`src/core/wdt_pkg.sv`:
```
// Constants for the watchdog control and GPIO read-back block
`default_nettype none
package wdt_pkg;
  localparam int unsigned CLK_HZ = 20000000;
  localparam int unsigned LED_HALF_MS = 500;
  localparam int unsigned LED_HALF_CYCLES = CLK_HZ / 1000 * LED_HALF_MS;
  localparam int unsigned SEC_CYCLES = CLK_HZ;
  localparam int unsigned DELAY_TICK_MS = 100;
  localparam int unsigned DELAY_TICK_CYCLES = CLK_HZ / 1000 * DELAY_TICK_MS;
  localparam int unsigned SEC_PER_MIN = 60;
  // Register indices (byte address is four times the index)
  localparam logic [7:0] IDX_DELAY = 8'hb8;
  localparam logic [7:0] IDX_UNITS = 8'hf1;
  localparam logic [7:0] IDX_VALUE = 8'hf2;
  localparam logic [7:0] IDX_CTRL = 8'hf4;
  localparam logic [7:0] IDX_GRP1 = 8'hf6;
  localparam logic [7:0] IDX_GRP5 = 8'hf9;
  localparam logic [7:0] IDX_GRP6 = 8'hfa;
  localparam logic [7:0] IDX_IRQ_SEL = 8'hfc;
  localparam logic [7:0] IDX_CFG_MODE = 8'hfd;
  localparam logic [7:0] IDX_PWR_STAT = 8'hfe;
  localparam logic [7:0] RT_GRP1 = 8'h01;
  localparam logic [7:0] RT_CTRL = 8'h02;
  localparam logic [7:0] RT_GRP5 = 8'h03;
  localparam logic [7:0] RT_GRP6 = 8'h04;
  localparam logic [7:0] RT_PWR_STAT = 8'h05;
  // Control and units fields
  localparam int CTRL_STATUS = 0;
  localparam int CTRL_LED = 1;
  localparam int CTRL_FORCE = 2;
  localparam int CTRL_KBC_EN = 3;
  localparam int CTRL_STOP = 5;
  localparam int CTRL_RESTART = 6;
  localparam int CTRL_SOFT_OFF = 7;
  localparam int UNITS_SEC = 7;
  // Reset values and the group five read mask
  localparam logic [7:0] CTRL_RESET = 8'h00;
  localparam logic [7:0] DELAY_RESET = 8'h05;
  localparam logic [7:0] VALUE_RESET = 8'h00;
  localparam logic [7:0] UNITS_RESET = 8'h00;
  localparam logic [7:0] GRP5_MASK = 8'h1f;
endpackage
`default_nettype wire

```
`src/core/wdt_edge.sv`:
```
// Self-clearing rising edge detector
`default_nettype none
module wdt_edge (
  input wire logic pclk,
  input wire logic presetn,
  input wire logic level,
  output logic rise
);
  logic last_reg;
  logic last_next;
  // Pulse for one cycle when level goes high
  always_comb begin
    last_next = level;
    rise = level & ~last_reg;
  end
  always_ff @(posedge pclk or negedge presetn) begin
    if (!presetn) begin
      last_reg <= 1'b0; // Matches the idle low level of the pin
    end else begin
      last_reg <= last_next;
    end
  end
endmodule
`default_nettype wire

```
`src/core/wdt_gpio_ctrl.sv`:
```
// Watchdog control, power-down delay and GPIO read-back over APB
`default_nettype none
module wdt_gpio_ctrl
  import wdt_pkg::*;
#(
  parameter int unsigned SEC_LEN = SEC_CYCLES,
  parameter int unsigned LED_HALF = LED_HALF_CYCLES,
  parameter int unsigned DELAY_TICK = DELAY_TICK_CYCLES
) (
  input wire logic pclk,
  input wire logic presetn,
  input wire logic psel,
  input wire logic penable,
  input wire logic pwrite,
  input wire logic [11:0] paddr,
  input wire logic [31:0] pwdata,
  output logic [31:0] prdata,
  output logic pready,
  output logic pslverr,
  input wire logic [7:0] gpio_group_one_pins,
  input wire logic [4:0] gpio_group_five_pins,
  input wire logic [7:0] gpio_group_six_pins,
  input wire logic kbc_reset_output,
  input wire logic power_button,
  output logic power_led,
  output logic soft_power_off,
  output logic power_down_req,
  output logic combined_gpio_irq_one,
  output logic combined_gpio_irq_two
);
  // Refuse timing values the dividers cannot serve
  if (SEC_LEN < 2 || LED_HALF < 1 || DELAY_TICK < 1) begin : g_bad_timing
    $error("Bad timing parameter");
  end

  typedef enum logic [2:0] {
    PD_IDLE = 3'b001,
    PD_COUNT = 3'b010,
    PD_STOPPED = 3'b100
  } pd_state_e;

  logic [7:0] ctrl_reg;
  logic [7:0] ctrl_next;
  logic [7:0] delay_reg;
  logic [7:0] delay_next;
  logic [7:0] value_reg;
  logic [7:0] value_next;
  logic [7:0] units_reg;
  logic [7:0] units_next;
  logic [7:0] irq_sel_reg;
  logic [7:0] irq_sel_next;
  logic cfg_mode_reg;
  logic cfg_mode_next;
  logic [7:0] elapsed_reg;
  logic [7:0] elapsed_next;
  logic [5:0] sec_reg;
  logic [5:0] sec_next;
  logic [7:0] pd_cnt_reg;
  logic [7:0] pd_cnt_next;
  pd_state_e pd_reg;
  pd_state_e pd_next;
  logic led_reg;
  logic led_next;
  logic soft_off_reg;
  logic soft_off_next;
  logic pdreq_reg;
  logic pdreq_next;
  logic [31:0] rdata_reg;
  logic [31:0] rdata_next;
  logic slverr_reg;
  logic slverr_next;
  logic [7:0] grp1_reg;
  logic [7:0] grp5_reg;
  logic [7:0] grp6_reg;

  // Bus decode
  logic access;
  logic wr;
  logic rd;
  logic hit;
  logic [7:0] idx;
  logic [7:0] wbyte;
  logic wr_ctrl;
  logic [7:0] rd_val;
  assign access = psel & penable;
  assign wr = access & pwrite;
  assign rd = psel & ~penable & ~pwrite; // Read setup, data ready for access
  assign idx = paddr[9:2];
  assign wbyte = pwdata[7:0];
  assign pready = 1'b1;
  assign prdata = rdata_reg;
  assign pslverr = slverr_reg;

  // Register index lookup, config space or runtime mirror
  always_comb begin
    hit = 1'b1;
    rd_val = 8'h00;
    wr_ctrl = 1'b0;
    if (paddr[11:10] != 2'b00 || paddr[1:0] != 2'b00) begin
      hit = 1'b0;
    end else if (idx == IDX_CFG_MODE) begin
      rd_val = {7'h0, cfg_mode_reg};
    end else if (cfg_mode_reg && idx == IDX_CTRL) begin
      rd_val = ctrl_reg;
      wr_ctrl = wr;
    end else if (cfg_mode_reg && idx == IDX_GRP1) begin
      rd_val = grp1_reg;
    end else if (cfg_mode_reg && idx == IDX_GRP5) begin
      rd_val = grp5_reg & GRP5_MASK;
    end else if (cfg_mode_reg && idx == IDX_GRP6) begin
      rd_val = grp6_reg;
    end else if (cfg_mode_reg && idx == IDX_DELAY) begin
      rd_val = delay_reg;
    end else if (cfg_mode_reg && idx == IDX_VALUE) begin
      rd_val = value_reg;
    end else if (cfg_mode_reg && idx == IDX_UNITS) begin
      rd_val = units_reg;
    end else if (cfg_mode_reg && idx == IDX_IRQ_SEL) begin
      rd_val = irq_sel_reg;
    end else if (cfg_mode_reg && idx == IDX_PWR_STAT) begin
      rd_val = {5'h0, pdreq_reg, soft_off_reg, pd_reg == PD_COUNT};
    end else if (!cfg_mode_reg && idx == RT_GRP1) begin
      rd_val = grp1_reg;
    end else if (!cfg_mode_reg && idx == RT_CTRL) begin
      rd_val = ctrl_reg;
      wr_ctrl = wr;
    end else if (!cfg_mode_reg && idx == RT_GRP5) begin
      rd_val = grp5_reg & GRP5_MASK;
    end else if (!cfg_mode_reg && idx == RT_GRP6) begin
      rd_val = grp6_reg;
    end else if (!cfg_mode_reg && idx == RT_PWR_STAT) begin
      rd_val = {5'h0, pdreq_reg, soft_off_reg, pd_reg == PD_COUNT};
    end else begin
      hit = 1'b0;
    end
  end

  // Dividers for seconds, LED half period and delay ticks
  logic sec_tick;
  logic led_tick;
  logic pd_tick;
  logic wd_run;
  logic pd_restart;
  // Restart also clears the delay tick phase, giving a full delay
  assign pd_restart = wr_ctrl & wbyte[CTRL_RESTART];
  assign wd_run = (value_reg != 8'h00) & ~ctrl_reg[CTRL_STATUS];
  wdt_tick #(.PERIOD(SEC_LEN)) u_sec (
    .pclk(pclk),
    .presetn(presetn),
    .run(wd_run),
    .tick(sec_tick)
  );
  wdt_tick #(.PERIOD(LED_HALF)) u_led (
    .pclk(pclk),
    .presetn(presetn),
    .run(ctrl_reg[CTRL_LED]),
    .tick(led_tick)
  );
  wdt_tick #(.PERIOD(DELAY_TICK)) u_pd (
    .pclk(pclk),
    .presetn(presetn),
    .run(pd_reg == PD_COUNT && !pd_restart),
    .tick(pd_tick)
  );

  // Keyboard reset edge and button edge
  logic kbc_rise;
  logic btn_rise;
  wdt_edge u_kbc (
    .pclk(pclk),
    .presetn(presetn),
    .level(kbc_reset_output),
    .rise(kbc_rise)
  );
  wdt_edge u_btn (
    .pclk(pclk),
    .presetn(presetn),
    .level(power_button),
    .rise(btn_rise)
  );

  // Timeout events and watchdog count
  logic force_ev;
  logic kbc_ev;
  logic count_ev;
  logic timeout_ev;
  logic unit_done;
  always_comb begin
    force_ev = wr_ctrl & wbyte[CTRL_FORCE];
    kbc_ev = kbc_rise & ctrl_reg[CTRL_KBC_EN];
    unit_done = 1'b0;
    sec_next = sec_reg;
    elapsed_next = elapsed_reg;
    if (!wd_run) begin
      sec_next = 6'h0;
      elapsed_next = 8'h0;
    end else if (sec_tick) begin
      if (!units_reg[UNITS_SEC] && sec_reg != 6'(SEC_PER_MIN - 1)) begin
        sec_next = sec_reg + 6'h1;
      end else begin
        sec_next = 6'h0;
        unit_done = 1'b1;
      end
    end
    if (unit_done) begin
      elapsed_next = elapsed_reg + 8'h1;
    end
    count_ev = unit_done & (elapsed_reg + 8'h1 == value_reg);
    timeout_ev = force_ev | kbc_ev | count_ev;
  end

  // Control register: stored bits, self-clearing strobes
  always_comb begin
    ctrl_next = ctrl_reg;
    if (wr_ctrl) begin
      ctrl_next[CTRL_STATUS] = wbyte[CTRL_STATUS];
      ctrl_next[CTRL_LED] = wbyte[CTRL_LED];
      ctrl_next[CTRL_KBC_EN] = wbyte[CTRL_KBC_EN];
    end
    if (timeout_ev) begin
      ctrl_next[CTRL_STATUS] = 1'b1;
    end
    ctrl_next[CTRL_FORCE] = 1'b0;
    ctrl_next[4] = 1'b0;
    ctrl_next[CTRL_STOP] = (pd_next == PD_STOPPED);
    ctrl_next[CTRL_RESTART] = 1'b0;
    ctrl_next[CTRL_SOFT_OFF] = 1'b0;
  end

  // Power-down delay sequence
  always_comb begin
    pd_next = pd_reg;
    pd_cnt_next = pd_cnt_reg;
    pdreq_next = 1'b0;
    soft_off_next = wr_ctrl & wbyte[CTRL_SOFT_OFF];
    case (pd_reg)
      PD_IDLE: begin
        if (btn_rise) begin
          pd_next = PD_COUNT;
          pd_cnt_next = 8'h0;
        end
      end
      PD_COUNT: begin
        if (pd_tick) begin
          pd_cnt_next = pd_cnt_reg + 8'h1;
        end
        if (pd_tick && pd_cnt_reg + 8'h1 >= delay_reg) begin
          pd_next = PD_IDLE;
          pdreq_next = 1'b1;
        end
      end
      PD_STOPPED: begin
        if (btn_rise) begin
          pd_next = PD_COUNT;
          pd_cnt_next = 8'h0;
        end
      end
      default: pd_next = PD_IDLE;
    endcase
    if (wr_ctrl && wbyte[CTRL_RESTART]) begin
      pd_next = PD_COUNT;
      pd_cnt_next = 8'h0;
      pdreq_next = 1'b0;
    end else if (wr_ctrl && wbyte[CTRL_STOP] && pd_reg == PD_COUNT) begin
      pd_next = PD_STOPPED;
      pdreq_next = 1'b0;
    end
  end

  // Remaining configuration, LED and bus answer
  always_comb begin
    delay_next = delay_reg;
    value_next = value_reg;
    units_next = units_reg;
    irq_sel_next = irq_sel_reg;
    cfg_mode_next = cfg_mode_reg;
    if (wr && hit && idx == IDX_CFG_MODE) begin
      cfg_mode_next = wbyte[0];
    end
    if (wr && hit && cfg_mode_reg && idx == IDX_DELAY) begin
      delay_next = wbyte;
    end
    if (wr && hit && cfg_mode_reg && idx == IDX_VALUE) begin
      value_next = wbyte;
    end
    if (wr && hit && cfg_mode_reg && idx == IDX_UNITS) begin
      units_next = {wbyte[UNITS_SEC], 7'h0};
    end
    if (wr && hit && cfg_mode_reg && idx == IDX_IRQ_SEL) begin
      irq_sel_next = {6'h0, wbyte[1:0]};
    end
    led_next = ctrl_reg[CTRL_LED] ? (led_reg ^ led_tick) : 1'b0;
    // Captured in setup so data and error stand through the access cycle
    rdata_next = rd ? {24'h0, rd_val} : rdata_reg;
    slverr_next = psel & ~penable & ~hit;
  end

  // Group interrupt outputs, LED and power pin outputs
  assign combined_gpio_irq_one = irq_sel_reg[0] & (|grp1_reg);
  assign combined_gpio_irq_two = irq_sel_reg[1] & ((|grp5_reg[4:0]) | (|grp6_reg));
  assign power_led = led_reg;
  assign soft_power_off = soft_off_reg;
  assign power_down_req = pdreq_reg;

  // State registers
  always_ff @(posedge pclk or negedge presetn) begin
    if (!presetn) begin
      ctrl_reg <= CTRL_RESET;
      delay_reg <= DELAY_RESET;
      value_reg <= VALUE_RESET;
      units_reg <= UNITS_RESET;
      irq_sel_reg <= 8'h00;
      cfg_mode_reg <= 1'b0;
      elapsed_reg <= 8'h00;
      sec_reg <= 6'h0;
      pd_cnt_reg <= 8'h00;
      pd_reg <= PD_IDLE;
      led_reg <= 1'b0;
      soft_off_reg <= 1'b0;
      pdreq_reg <= 1'b0;
      rdata_reg <= 32'h0;
      slverr_reg <= 1'b0;
      grp1_reg <= 8'h00;
      grp5_reg <= 8'h00;
      grp6_reg <= 8'h00;
    end else begin
      ctrl_reg <= ctrl_next;
      delay_reg <= delay_next;
      value_reg <= value_next;
      units_reg <= units_next;
      irq_sel_reg <= irq_sel_next;
      cfg_mode_reg <= cfg_mode_next;
      elapsed_reg <= elapsed_next;
      sec_reg <= sec_next;
      pd_cnt_reg <= pd_cnt_next;
      pd_reg <= pd_next;
      led_reg <= led_next;
      soft_off_reg <= soft_off_next;
      pdreq_reg <= pdreq_next;
      rdata_reg <= rdata_next;
      slverr_reg <= slverr_next;
      grp1_reg <= gpio_group_one_pins;
      grp5_reg <= {3'h0, gpio_group_five_pins};
      grp6_reg <= gpio_group_six_pins;
    end
  end
endmodule
`default_nettype wire

```
`src/core/wdt_tick.sv`:
```
// Divider that pulses once every PERIOD cycles while running
`default_nettype none
module wdt_tick #(
  parameter int unsigned PERIOD = 20000000
) (
  input wire logic pclk,
  input wire logic presetn,
  input wire logic run,
  output logic tick
);
  // Refuse a divider that can never pulse
  if (PERIOD < 1) begin : g_bad_period
    $error("PERIOD must be at least one");
  end
  logic [31:0] cnt_reg;
  logic [31:0] cnt_next;
  // Count up, wrap and pulse at the end
  always_comb begin
    cnt_next = cnt_reg;
    tick = 1'b0;
    if (!run) begin
      cnt_next = 32'h0;
    end else if (cnt_reg == 32'(PERIOD - 1)) begin
      cnt_next = 32'h0;
      tick = 1'b1;
    end else begin
      cnt_next = cnt_reg + 32'h1;
    end
  end
  always_ff @(posedge pclk or negedge presetn) begin
    if (!presetn) begin
      cnt_reg <= 32'h0;
    end else begin
      cnt_reg <= cnt_next;
    end
  end
endmodule
`default_nettype wire

```
`config.mk`:
```
export PLATFORM = sky130hd
export DESIGN_NAME = wdt_gpio_ctrl
export DESIGN_NICKNAME = d
export VERILOG_FILES = /design/src/core/wdt_pkg.sv /design/src/core/wdt_edge.sv /design/src/core/wdt_gpio_ctrl.sv /design/src/core/wdt_tick.sv
export SDC_FILE = /design/constraint.sdc
export NUM_CORES = 1
export LEC_CHECK = 0
export BUFFER_PORTS_ARGS = -buffer_cell sky130_fd_sc_hd__buf_4
export CAP_MARGIN = 20
export CORE_AREA = 2 2 151 153
export DETAILED_ROUTE_END_ITERATION = 6
export DIE_AREA = 0 0 153 155
export RECOVER_POWER = 50
export SYNTH_ARGS = -nofsm -noshare
export SYNTH_HDL_FRONTEND = slang
export SYNTH_SLANG_ARGS = --single-unit
```
`constraint.sdc`:
```
create_clock -name pclk -period 3 [get_ports pclk]
set_input_delay 0.15 -clock pclk [delete_from_list [all_inputs] [get_ports pclk]]
set_output_delay 0.15 -clock pclk [all_outputs]
set_load 0.005 [all_outputs]
```
==> run_results.csv <==
group,metric,value,unit
setup_path,endpoint_kind,"flop",
setup_path,crit_path_start,"pd_reg[2]$_DFF_PN0_",
timing,holdWs,0.01765,ns
setup_path,cp_cell_sequence,"or3b_4, or3_1, or4_1, buf_4, a21oi_1, o21ai_0",
timing,final-hold-violation-count,0,
timing,min_period,2.419,ns
logic_synthesis,synth_area_leaders,"dfrtp_1 45%, xor2_1 5.8%, nor2_1 5.2%",
timing,rsz0062_at_grt,"no",
detailed_routing,drt-total-wl,23490,µm
clock_network,cts-root-buf,"clkbuf_16",
clock_network,clk_path_buf_depth,2,
setup_path,critical_path.slowest_cell,"or3b_4",
timing,max_freq,413.3,MHz
job,cap_violations,1,
logic_synthesis,async_flop_share,100.0,%
logic_synthesis,synth-edff-count,0,
floorplanning,dieWidth,153,µm
clock_network,clock-sinks,180,
clock_network,cts.repair.resized,0,
logic_synthesis,synthFlopType,"dfrtp_1",
power,finalPower,5.203,mW
setup_path,worstPathRequired,3.30,ns
global_route,use_met3,3.872,%
detailed_routing,via_per_inst,5.514,
place,dp_slack,0.6060,ns
timing,worst_pin_slew,1.552,ns
clock_network,post-cts-setup-buffers,0,
logic_synthesis,ys_top_cells_by_count,"177 x dfrtp_1, 136 x nor2_1, 75 x nand2_1, 65 x xor2_1, 57 x nand3_1",
timing,fin_skew,0.01355,ns
setup_path,cp.arrival,2.72,ns
floorplanning,num_rows,55,
logic_synthesis,synth-seq-cells,180,
setup_path,worstPathMaxFanout,8,
logic_synthesis,synth_top_area_share,45.36,%
status,status,"complete, but fails checks",
logic_synthesis,yosysMostFrequentCell,"dfrtp_1",
power,powerDensity,454.6,nW/µm²
logic_synthesis,yosysWarnings,0,
timing,setup_viol,0,
logic_synthesis,ys_seq_area_share,46.17,%
power,power_leakage,4.680,nW
setup_path,criticalPathCategory,"reg -> reg",
global_route,use_met1,28.58,%
detailed_routing,firstDrtPassIters,5,
clock_network,cts_hold_buf,32,
clock_network,clkTransAtPathRegs,0.07,ns
logic_synthesis,yosys.area.top_type,"dfrtp_1",
power,share_comb_of_total_power,5.1,%
cells_and_area,layout.cells.non_filler,1429,
place,gp_congestion,0.9462,
power,p_seq_share,47.5,%
global_route,grt_pass1_wl,39800,µm
detailed_routing,route.detailed.drc,0,
place,io_buffers,61,
timing,drv_slew,60,
power,clkPwrFrac,47.3,%
setup_path,crit_family,"simple AND/OR/NAND/NOR gates",
setup_path,crit_path_start_kind,"flop",
cells_and_area,drive_gt1_share,13.46,%
power,intPower,4.008,mW
power,power.switching,1.195,mW
setup_path,slowest_delay,0.48,ns
min_path,min_from,"paddr[0]",
global_route,grt_overflow,0,
detailed_routing,ant_nets,0,
logic_synthesis,synth_cell_types,71,
global_route,grt_use_total,20.48,%
global_route,antenna_found_initial,0,
logic_synthesis,syn_inst,1039,
global_route,grt_busiest_layer,"met2",
min_path,hp-class,"in -> reg",
timing,fin_setup_tns,0,ns
setup_path,path_buf_inv,1,
status,violations,"capacitance limit, slew limit",
clock_network,clock_latency,0.43,ns
floorplanning,dieArea,23720,µm²
detailed_routing,vias,7880,
timing,slew_headroom,-3.443,%
detailed_routing,dr.first_iter.drc_count,545,
clock_network,cts_buffers,17,
floorplanning,core_area,22230,µm²
timing,fin_crit_sh,80.65,%
cells_and_area,num_antenna_cells,0,
clock_network,cts_tree,"yes",
floorplanning,die_h,155,µm
global_route,grt_max_degree,75,
floorplanning,ios,111,
power,ir_drop,0.0002519,V
clock_network,cts_htree_levels,4,
place,dp_hpwl,16380,µm
logic_synthesis,avgSynthCellArea,9.398,µm²
timing,setup_ws,0.5806,ns
power,sw_frac_of_total,22.96,%
place,dp.cells,1366,
detailed_routing,wire_per_inst,16.44,µm
cells_and_area,syn2layout_area_growth,17.21,%
cells_and_area,layout.nets,1218,
setup_path,r2r-start,"pd_reg[2]$_DFF_PN0_",
logic_synthesis,netlist_area,9764,µm²
global_route,grt_pass1_vias,7690,
floorplanning,initial_core_util,43.93,%
global_route,use_met2,31.88,%
-- metal layers --
metal | vias up | routed length, µm | part of all wire (%)
met1 | 3802 | 10930 | 47
li1 | 3816 | - | -
met3 | 45 | 1102 | 4.7
met4 | 0 | 719 | 3.1
met2 | 217 | 10740 | 46
met5 | - | 0 | 0
-- cells by family (layout without fill, tap and decap cells) --
family / count (synthesis) / count (layout) / share of synthesized area (%)
compound gates: 147 / 147 / 9.906
flops: 180 / 180 / 46.17
fa+ha+maj: 14 / 14 / 1.794
simple gates: 469 / 469 / 24.72
mux: 28 / 28 / 3.165
xor+xnor: 106 / 106 / 9.508
buf+inv: 93 / 175 / 4.664
other cells: 2 / 25 / 0.07691
-- path summary, 6_finish.rpt --
check                           slack [ns]  cells past startpoint                    end
worst max register to register        0.58                      6    pd_reg[1]$_DFF_PN0_
max in group asynchronous             0.73                      3  grp6_reg[1]$_DFF_PN0_
worst min register to register        0.49                      2  prdata[4]$_DFFE_PN0P_
min in group asynchronous             0.64                      2  grp1_reg[7]$_DFF_PN0_
worst min-delay path                  0.02                      3      pslverr$_DFF_PN0_
worst max-delay path                  0.58                      6    pd_reg[1]$_DFF_PN0_
-- power by group through the flow --
stage | Sequential [mW] | Combinational (mW) | Clock (mW)
floorplan | 2.51 | 0.118 | 0
global placement | 2.52 | 0.239 | 0
detailed placement | 2.52 | 0.239 | 0
CTS | 2.47 | 0.274 | 2.52
global route | 2.47 | 0.298 | 2.61
finish | 2.47 | 0.268 | 2.46
-- tightest hold or removal path, stage by stage --
cell	delay [ns]
buf_4	0.07
nor4_1	0.06
a21oi_1	0.12
-- stage by stage --
stage | util [%] | area [µm²]
after floorplan | - | 9851
after global placement | 47.27 | 10510
after detailed placement | 47.27 | 10510
after CTS | 51.59 | 11470
after global routing | 51.49 | 11440
final | 51.49 | 11440
-- placed cells by master, fill, tap and decap left out, types with 19 or more instances in the layout --
cell type	instances
nand3_1	57
nor2_1	136
dlygate4sd3_1	32
nand4_1	33
conb_1	25
mux2_2	23
nor4_1	24
nor3_1	26
o21ai_0	43
and3_1	19
xnor2_1	41
xor2_1	65
dfrtp_1	177
nand2_1	75
a21oi_1	33
clkbuf_4	33
buf_4	45
inv_1	28
-- area by class of cell --
| class | count | area (µm²) |
|---|---|---|
| clock buffer | 19 | 452.9 |
| clock inverter | 12 | 187.7 |
| fill | 2063 | 10780 |
| inverter | 28 | 105.1 |
| multi-input combinational | 789 | 4887 |
| sequential | 180 | 4508 |
| tap | 285 | 356.6 |
| timing repair buffer | 116 | 947.2 |
Power figures use the tool's default switching activity.
